===== src/smcc_consts.vh =====
// constants for the shunt monitor conversion controller
`ifndef SMCC_CONSTS_VH
`define SMCC_CONSTS_VH
// ------------------------------------------------------------
// register byte offsets
// ------------------------------------------------------------
`define SMCC_OFS_CONFIG     12'h000
`define SMCC_OFS_SHUNT      12'h004
`define SMCC_OFS_BUS        12'h008
`define SMCC_OFS_POWER      12'h00c
`define SMCC_OFS_CURRENT    12'h010
`define SMCC_OFS_CALIB      12'h014
`define SMCC_OFS_STATUS     12'h018
`define SMCC_OFS_SAMPLE     12'h01c
// ------------------------------------------------------------
// configuration fields
// ------------------------------------------------------------
`define SMCC_MODE_LSB       0
`define SMCC_SAVG_LSB       3
`define SMCC_BAVG_LSB       7
`define SMCC_GAIN_LSB       11
`define SMCC_BUS_RANGE_SEL_BIT       13
`define SMCC_CONFIG_RESET   16'h399f
`define SMCC_CONFIG_MASK    16'h3fff
// ------------------------------------------------------------
// mode codes
// ------------------------------------------------------------
`define SMCC_MODE_PDOWN     3'h0
`define SMCC_MODE_TRIG_SH   3'h1
`define SMCC_MODE_TRIG_BUS  3'h2
`define SMCC_MODE_TRIG_BOTH 3'h3
`define SMCC_MODE_ADC_OFF   3'h4
`define SMCC_MODE_CONT_SH   3'h5
`define SMCC_MODE_CONT_BUS  3'h6
`define SMCC_MODE_CONT_BOTH 3'h7
// ------------------------------------------------------------
// status bits and timing
// ------------------------------------------------------------
`define SMCC_STAT_READY_BIT 1
`define SMCC_STAT_OVF_BIT   0
`define SMCC_STAT_BUSY_BIT  2
`define SMCC_RECOVER_US     40
`define SMCC_CLK_MHZ        100
`define SMCC_RECOVER_CYC    (`SMCC_RECOVER_US * `SMCC_CLK_MHZ)
`define SMCC_CURR_SHIFT     12
`define SMCC_POWER_DIV      5000
`endif


===== src/smcc_ctrl.v =====
// conversion sequencer, result registers and apb slave of the shunt monitor
`timescale 1ns/1ps
`default_nettype none
`include "smcc_consts.vh"
module smcc_ctrl #(
   parameter RECOVER_CYC = `SMCC_RECOVER_CYC
) (
   input  wire          pclk,
   input  wire          presetn,
   input  wire          psel,
   input  wire          penable,
   input  wire          pwrite,
   input  wire [11:0]   paddr,
   input  wire [31:0]   pwdata,
   output reg  [31:0]   prdata,
   output reg           pready,
   output reg           pslverr,
   input  wire          convert_pin,
   input  wire          smp_valid,
   input  wire [15:0]   smp_shunt,
   input  wire [15:0]   smp_bus,
   output reg           smp_req_shunt,
   output reg           smp_req_bus,
   output reg  [1:0]    shunt_gain_sel,
   output reg           bus_range_sel,
   output reg           conversion_ready_flag,
   output reg           adc_power_on
);
   // ---------------------------------------------------------
   // sequencer states, one-hot
   // ---------------------------------------------------------
   localparam [5:0] ST_IDLE  = 6'h01;
   localparam [5:0] ST_SHUNT = 6'h02;
   localparam [5:0] ST_BUS   = 6'h04;
   localparam [5:0] ST_MATH1 = 6'h08;
   localparam [5:0] ST_MATH2 = 6'h10;
   localparam [5:0] ST_WAKE  = 6'h20;
   // last count of the settle wait; the counter is sized for the default
   localparam [12:0] WAKE_LAST = RECOVER_CYC - 1;

   reg  [15:0] config_reg;
   reg  [15:0] calib;
   reg  [15:0] shunt_res;
   reg  [15:0] bus_res;
   reg  [15:0] current_res;
   reg  [15:0] power_res;
   reg         math_ovf;
   reg  [5:0]  state;
   reg  [12:0] wake_cnt;
   reg         shot_pending;
   reg         conv_sync1;
   reg         conv_sync2;
   reg         conv_last;
   reg  [15:0] cur_prod_hold;
   reg         avg_start_sh;
   reg         avg_start_bus;
   wire        sh_done;
   wire        bus_done;
   wire [15:0] sh_avg;
   wire [15:0] bus_avg;

   wire [2:0] mode    = config_reg[`SMCC_MODE_LSB +: 3];
   wire [3:0] s_avg   = config_reg[`SMCC_SAVG_LSB +: 4];
   wire [3:0] b_avg   = config_reg[`SMCC_BAVG_LSB +: 4];
   wire       want_sh  = mode[0];
   wire       want_bus = mode[1];
   wire       off_mode = (mode == `SMCC_MODE_PDOWN) || (mode == `SMCC_MODE_ADC_OFF);
   wire       cont     = mode[2] && !off_mode;

   // apb access decode
   wire acc_phase = psel && penable && pready;
   wire wr_en     = acc_phase && pwrite;
   wire rd_en     = acc_phase && !pwrite;
   wire cfg_wr    = wr_en && (paddr == `SMCC_OFS_CONFIG);
   wire cal_wr    = wr_en && (paddr == `SMCC_OFS_CALIB);
   wire [2:0] wmode = pwdata[`SMCC_MODE_LSB +: 3];
   wire trig_wr   = cfg_wr && !wmode[2] && (wmode != `SMCC_MODE_PDOWN);
   wire stat_rd   = rd_en && (paddr == `SMCC_OFS_STATUS);

   // convert pin through two flops; the second and a third edge-detect flop both feed logic
   wire conv_rise = conv_sync2 && !conv_last;
   wire pin_trig  = conv_rise && !mode[2] && !off_mode;

   // current and power arithmetic, one sequencer state each after sampling
   wire signed [32:0] cur_prod = $signed(shunt_res) * $signed({1'b0, calib});
   wire signed [32:0] cur_q    = cur_prod >>> `SMCC_CURR_SHIFT;
   wire signed [32:0] pwr_prod = $signed(cur_prod_hold) * $signed({17'h00000, bus_res[15:3]});
   wire signed [32:0] pwr_abs  = pwr_prod[32] ? -pwr_prod : pwr_prod;
   wire        [32:0] pwr_q    = $unsigned(pwr_abs) / 33'd5000;

   // ---------------------------------------------------------
   // averaging engines, one per channel, each with its own setting
   // ---------------------------------------------------------
   smcc_avg #(.W(16)) u_avg_shunt (
      .pclk      (pclk),
      .presetn   (presetn),
      .start     (avg_start_sh),
      .avg_sel   (s_avg),
      .smp_valid (smp_valid && smp_req_shunt),
      .smp_data  (smp_shunt),
      .done      (sh_done),
      .result    (sh_avg)
   );
   smcc_avg #(.W(16)) u_avg_bus (
      .pclk      (pclk),
      .presetn   (presetn),
      .start     (avg_start_bus),
      .avg_sel   (b_avg),
      .smp_valid (smp_valid && smp_req_bus),
      .smp_data  (smp_bus),
      .done      (bus_done),
      .result    (bus_avg)
   );

   // ---------------------------------------------------------
   // register writes and pin synchroniser
   // ---------------------------------------------------------
   always @(posedge pclk or negedge presetn) begin
      if (!presetn) begin
         config_reg     <= `SMCC_CONFIG_RESET;
         calib          <= 16'h0000;
         conv_sync1     <= 1'b0;
         conv_sync2     <= 1'b0;
         conv_last      <= 1'b0;
         shunt_gain_sel <= 2'h3;
         bus_range_sel  <= 1'b1;
      end else begin
         conv_sync1 <= convert_pin;
         conv_sync2 <= conv_sync1;
         conv_last  <= conv_sync2;
         if (cfg_wr)
            config_reg <= pwdata[15:0] & `SMCC_CONFIG_MASK;
         if (cal_wr)
            calib <= {pwdata[15:1], 1'b0};
         shunt_gain_sel <= config_reg[`SMCC_GAIN_LSB +: 2];
         bus_range_sel  <= config_reg[`SMCC_BUS_RANGE_SEL_BIT];
      end
   end

   // ---------------------------------------------------------
   // conversion sequencer
   // ---------------------------------------------------------
   always @(posedge pclk or negedge presetn) begin
      if (!presetn) begin
         state         <= ST_IDLE;
         wake_cnt      <= 13'h0000;
         shot_pending  <= 1'b0;
         avg_start_sh  <= 1'b0;
         avg_start_bus <= 1'b0;
         smp_req_shunt <= 1'b0;
         smp_req_bus   <= 1'b0;
         shunt_res     <= 16'h0000;
         bus_res       <= 16'h0000;
         current_res   <= 16'h0000;
         power_res     <= 16'h0000;
         cur_prod_hold <= 16'h0000;
         math_ovf      <= 1'b0;
         adc_power_on  <= 1'b1;
      end else begin
         avg_start_sh  <= 1'b0;
         avg_start_bus <= 1'b0;
         if (trig_wr || pin_trig)
            shot_pending <= 1'b1;
         adc_power_on <= (mode != `SMCC_MODE_PDOWN);
         // any write that leaves power-down waits out the settle time,
         // so a converting mode never starts on an unsettled front end
         if (cfg_wr && (mode == `SMCC_MODE_PDOWN) && (wmode != `SMCC_MODE_PDOWN)) begin
            state    <= ST_WAKE;
            wake_cnt <= 13'h0000;
         end else if (off_mode && !(state == ST_WAKE)) begin
            state         <= ST_IDLE;
            smp_req_shunt <= 1'b0;
            smp_req_bus   <= 1'b0;
         end else begin
            case (state)
               ST_WAKE: begin
                  // conversions stay parked until the front end has settled
                  if (wake_cnt >= WAKE_LAST)
                     state <= ST_IDLE;
                  else
                     wake_cnt <= wake_cnt + 13'h0001;
               end
               ST_IDLE: begin
                  if (!off_mode && (cont || shot_pending)) begin
                     // a trigger landing in the launch cycle queues the next shot
                     shot_pending <= trig_wr || pin_trig;
                     if (want_sh) begin
                        state         <= ST_SHUNT;
                        avg_start_sh  <= 1'b1;
                        smp_req_shunt <= 1'b1;
                     end else begin
                        state         <= ST_BUS;
                        avg_start_bus <= 1'b1;
                        smp_req_bus   <= 1'b1;
                     end
                  end
               end
               ST_SHUNT: begin
                  if (sh_done) begin
                     shunt_res     <= sh_avg;
                     smp_req_shunt <= 1'b0;
                     if (want_bus) begin
                        state         <= ST_BUS;
                        avg_start_bus <= 1'b1;
                        smp_req_bus   <= 1'b1;
                     end else
                        state <= ST_MATH1;
                  end
               end
               ST_BUS: begin
                  if (bus_done) begin
                     bus_res     <= {bus_avg[12:0], 3'h0};
                     smp_req_bus <= 1'b0;
                     state       <= ST_MATH1;
                  end
               end
               ST_MATH1: begin
                  cur_prod_hold <= (calib == 16'h0000) ? 16'h0000 : cur_q[15:0];
                  state         <= ST_MATH2;
               end
               ST_MATH2: begin
                  current_res <= cur_prod_hold;
                  power_res   <= (calib == 16'h0000) ? 16'h0000 : pwr_q[15:0];
                  math_ovf    <= (pwr_q[32:16] != 17'h00000);
                  state       <= ST_IDLE;
               end
               default: state <= ST_IDLE;
            endcase
         end
      end
   end

   // ---------------------------------------------------------
   // ready flag: a completion in the clearing cycle wins
   // ---------------------------------------------------------
   wire ready_set = (state == ST_MATH2);
   wire ready_clr = (cfg_wr && !((wmode == `SMCC_MODE_PDOWN) || (wmode == `SMCC_MODE_ADC_OFF)))
                    || stat_rd || pin_trig;
   always @(posedge pclk or negedge presetn) begin
      if (!presetn)
         conversion_ready_flag <= 1'b0;
      else if (ready_set)
         conversion_ready_flag <= 1'b1;
      else if (ready_clr)
         conversion_ready_flag <= 1'b0;
   end

   // ---------------------------------------------------------
   // apb slave: no wait states, readback registered
   // ---------------------------------------------------------
   always @(posedge pclk or negedge presetn) begin
      if (!presetn) begin
         pready  <= 1'b0;
         pslverr <= 1'b0;
         prdata  <= 32'h00000000;
      end else begin
         pready  <= psel && !penable;
         pslverr <= 1'b0;
         if (psel && !penable) begin
            prdata <= 32'h00000000;
            case (paddr)
               `SMCC_OFS_CONFIG:  prdata <= {16'h0000, config_reg};
               `SMCC_OFS_SHUNT:   prdata <= {16'h0000, shunt_res};
               `SMCC_OFS_BUS:     prdata <= {16'h0000, bus_res};
               `SMCC_OFS_POWER:   prdata <= {16'h0000, power_res};
               `SMCC_OFS_CURRENT: prdata <= {16'h0000, current_res};
               `SMCC_OFS_CALIB:   prdata <= {16'h0000, calib};
               `SMCC_OFS_STATUS:  prdata <= {29'h00000000, (state != ST_IDLE),
                                             conversion_ready_flag, math_ovf};
               `SMCC_OFS_SAMPLE:  prdata <= 32'h00000000;
               default:           pslverr <= 1'b1;
            endcase
         end
      end
   end
endmodule // smcc_ctrl
`default_nettype wire


===== src/smcc_avg.v =====
// sample accumulator that averages a programmable number of samples
`timescale 1ns/1ps
`default_nettype none
module smcc_avg #(
   parameter W = 16
) (
   input  wire          pclk,
   input  wire          presetn,
   input  wire          start,
   input  wire [3:0]    avg_sel,
   input  wire          smp_valid,
   input  wire [W-1:0]  smp_data,
   output reg           done,
   output reg  [W-1:0]  result
);
   reg         active;
   reg [7:0]   count;
   reg [W+6:0] acc;
   wire [2:0]  log_n = avg_sel[3] ? avg_sel[2:0] : 3'h0;
   wire [W+6:0] next_acc = acc + {{7{smp_data[W-1]}}, smp_data};
   wire signed [W+6:0] avg_shift = $signed(next_acc) >>> log_n;
   // ---------------------------------------------------------
   // accumulate 2**log_n samples, then shift down arithmetically
   // ---------------------------------------------------------
   always @(posedge pclk or negedge presetn) begin
      if (!presetn) begin
         active <= 1'b0;
         count  <= 8'h00;
         acc    <= {(W+7){1'b0}};
         done   <= 1'b0;
         result <= {W{1'b0}};
      end else begin
         done <= 1'b0;
         if (start) begin
            active <= 1'b1;
            count  <= 8'h00;
            acc    <= {(W+7){1'b0}};
         end else if (active && smp_valid) begin
            acc   <= next_acc;
            count <= count + 8'h01;
            if (count == ((8'h01 << log_n) - 8'h01)) begin
               active <= 1'b0;
               done   <= 1'b1;
               result <= avg_shift[W-1:0];
            end
         end
      end
   end
endmodule // smcc_avg
`default_nettype wire


===== config.mk =====
export PLATFORM = sky130hd
export DESIGN_NAME = smcc_ctrl
export DESIGN_NICKNAME = d
export VERILOG_FILES = /design/src/smcc_ctrl.v /design/src/smcc_avg.v
export VERILOG_INCLUDE_DIRS = /design/src
export SDC_FILE = /design/constraint.sdc
export NUM_CORES = 2
export LEC_CHECK = 0
export ABC_AREA = 1
export ABC_CLOCK_PERIOD_IN_PS = 44900
export BUFFER_PORTS_ARGS = -buffer_cell sky130_fd_sc_hd__buf_2
export CAP_MARGIN = 20
export CORE_AREA = 2 2 302 304
export CTS_CLUSTER_DIAMETER = 100
export CTS_CLUSTER_SIZE = 40
export DETAILED_ROUTE_END_ITERATION = 10
export DIE_AREA = 0 0 304 306
export GPL_ROUTABILITY_DRIVEN = 0
export PLACE_DENSITY_LB_ADDON = 0.12
export SYNTH_ARGS = -nofsm -noshare
export SYNTH_HDL_FRONTEND = slang
export SYNTH_SLANG_ARGS = --single-unit
export TNS_END_PERCENT = 50

===== constraint.sdc =====
create_clock -name pclk -period 44.9 [get_ports pclk]
set_input_delay 4.49 -clock pclk [delete_from_list [all_inputs] [get_ports pclk]]
set_output_delay 4.49 -clock pclk [all_outputs]
set_load 0.1 [all_outputs]

==> reports/summary.log <==
qor: final_layout.layout_commonest_cell nand2_1
qor: clocking.post_cts.resized_instances 0
qor: outcome.outcome finished, final reports clean
qor: critical_path.cell_family_with_the_largest_share_of_critical_path_delay simple AND/OR/NAND/NOR gates
qor: die.die_y 306 um
qor: clocking.clockBufferDepth 3
qor: grt.groute.usage.overall 0.226
qor: final_layout.flip_flop_count_of_the_largest_register_after_layout 23
qor: critical_path.origin_of_the_worst_setup_path bus_res[7]
qor: critical_path.worst_setup_path_endpoint power_res[0]
qor: final_layout.area_growth_syn_to_layout 4.67%
qor: critical_path.timing.reg2reg.worst_path_depth 127
qor: critical_path.cp-end-kind flip-flop
qor: timing.totalNegativeSetupSlack 0 ns
qor: timing.final_period_minus_worst_setup_slack 20.67 ns
qor: die.num_io_pins 124
qor: critical_path.timing.critical_path.buf_inv 14
qor: synth.synth-seq-area-share 0.156
qor: critical_path.critical-path-top-cell-by-count nand2_4
qor: route.vias 33300
qor: grt.antenna_found_initial 5
qor: grt.grt_start_max_net_pins 104
qor: grt.number_of_global_route_vias_before_repair 32700
qor: clocking.clock_sinks 249
qor: route.antenna_left 0
qor: clocking.clk_pin_slew 0.14 ns
qor: critical_path.slowest_delay 0.80 ns
qor: synth.ys_async_sr_fraction 1.00
qor: critical_path.crit_path_max_fanout 18
qor: run.maxCapViolCount 0
qor: final_layout.regMostFlops u_avg_shunt.acc
qor: worst_hold_path.holdCritPathClass reg -> reg
qor: timing.setup_viol 0
qor: final_layout.num-nets-final 6206
qor: clocking.cts_tree yes
qor: timing.finClkSkew 0.0531 ns
qor: timing.max_clock_freq 48.4 MHz
qor: timing.final-max-slew-violation-count 0
qor: critical_path.timing.critical_path.required 45.33 ns
qor: critical_path.critical_path_cell_count 127
qor: critical_path.timing.critical_path.slowest_stage_cell fa_1
qor: critical_path.rr_endpoint power_res[0]
qor: clocking.insertion_delay_to_the_later_sink_of_the_worst_skew_pair 0.54 ns
qor: route.drt_first_pass_iters 6
qor: synth.ys_dominant_reg_cell dfrtp_1
qor: place.port-buffer-count 91
qor: route.wl 104 mm
qor: clocking.post-cts-setup-buffers 0
qor: final_layout.biggestRegsByFlops u_avg_shunt.acc (23), u_avg_bus.acc (20)
qor: die.initial_utilization 0.446
qor: synth.syn-mean-instance-area 7.21 um2
qor: die.die_w 304 um
qor: critical_path.setup.worst_path.start_class flip-flop
qor: clocking.cts_htree_levels 1
qor: place.dp_hpwl 84.5 mm
qor: clocking.numCtsBuffers 12
qor: final_layout.final_cell_mix 1367 x nand2_1, 1215 x inv_1, 411 x fa_1
qor: critical_path.rr_startpoint bus_res[7]
qor: grt.global_route_wire_length_before_repair 173 mm
qor: die.placementRows 110
qor: die.placeableCoreArea 89600 um2
qor: timing.share_of_the_clock_period_used_by_the_worst_path_after_layout 0.460
qor: synth.flop_and_latch_count_out_of_synthesis 249
qor: die.fp.dieArea 93000 um2
qor: synth.yosys.cell_types.count 83
qor: timing.final-hold-violation-count 0
qor: final_layout.drive_above_1_share 0.137
qor: route.detail_route.wl_per_cell 15.5 um
qor: timing.tightest_slew 1.04 ns
qor: critical_path.timing_worst_setup_path_type reg -> reg
qor: route.dr.first_iter.drc_count 1807
qor: critical_path.worst_ep_arrival_time 21.10 ns
qor: route.drcViolationCount 0
qor: timing.grt_setup_unrepaired false
qor: route.vias_per_cell 4.97
qor: synth.post_synth_inst_count 5549
qor: synth.number_of_enable_type_register_cells_in_the_synthesized_netlist 0
qor: timing.timing.max_slew.rel_slack 0.307
qor: clocking.ctsRootBufferMaster clkbuf_16
qor: synth.synth.yosys.warnings 0
qor: clocking.ctsHoldBuffers 0
qor: synth.post_synth_instance_area 40000 um2
qor: critical_path.reg2reg_setup_slack 24.23 ns
qor: grt.globalRoute.totalOverflow 0
## synth_stat cells, types with 17 or more instances
library cell | number | area share
dfrtp_1 | 234 | 0.15
nor2_2 | 42 | 0.0066
nand2_1 | 1367 | 0.13
fa_1 | 411 | 0.21
o22ai_1 | 49 | 0.0077
nor2_1 | 266 | 0.025
o21ai_0 | 263 | 0.033
inv_2 | 50 | 0.0047
xnor2_1 | 28 | 0.0061
nor3_1 | 31 | 0.0039
a21oi_1 | 114 | 0.014
nand3_2 | 37 | 0.0093
clkbuf_1 | 146 | 0.014
nand2_4 | 135 | 0.038
o31ai_1 | 19 | 0.0036
nand2_2 | 174 | 0.027
xor2_1 | 96 | 0.021
nand3_1 | 278 | 0.035
ha_1 | 189 | 0.059
nor2_4 | 39 | 0.011
buf_4 | 17 | 0.0032
nand4_1 | 70 | 0.011
inv_1 | 1215 | 0.11
## through the flow
stage / hold WS (ns) / cell area (um2) / util / std cells / setup WS [ns]
final: 0.374 / 41900 / 0.467 / 6707 / 24.23
after global routing: 0.385 / 41900 / 0.467 / 6705 / 22.25
after CTS: 0.376 / 41900 / 0.467 / 6704 / 24.06
after detailed placement: 0.343 / 41400 / 0.462 / 6684 / 24.11
after global placement: 0.334 / 41400 / 0.462 / 6684 / 24.18
after floorplan: 0.331 / 40100 / - / 5564 / 27.77
## per-layer routing
layer	global-route usage	share of wire	up-vias
met1	0.328	0.49	15900
met3	0.0147	0.039	93
met5	0	0.00043	-
li1	-	-	16700
met4	0.0447	0.020	8
met2	0.374	0.46	613
## cell type report
class	instances	area [um2]
antenna	2	5.00
multi-input combinational	3834	28000
clock buffer	13	325
inverter	1292	4940
tap	1176	1470
clock inverter	7	123
fill	9214	47700
timing repair buffer	134	786
sequential	249	6250
## logic make-up (layout without fill, tap and decap cells)
logic type / Yosys count / count (layout) / synth area share
buffers and inverters: 1481 / 1446 / 0.146
DFF: 249 / 249 / 0.156
AOI/OAI and AO/OA: 553 / 553 / 0.0814
muxes: 9 / 9 / 0.00244
other: 1 / 18 / 0.0000937
xor gates and xnor gates: 126 / 126 / 0.0280
adders and majority gates: 600 / 600 / 0.265
and+or+nand+nor: 2530 / 2530 / 0.321
## worst min path at each step
stage,startpoint,end,slack (ns),cells after the start
floorplan,conv_sync1,conv_sync2,0.33,0
global placement,conv_sync1,conv_sync2,0.33,0
detailed placement,conv_sync1,conv_sync2,0.34,0
CTS,conv_sync1,conv_sync2,0.38,0
global route,config_reg[12],shunt_gain_sel[1],0.38,0
finish,conv_sync1,conv_sync2,0.37,0
Power is not shown: default switching activity piles up to over one toggle a cycle in this logic, so the estimate is an artifact.
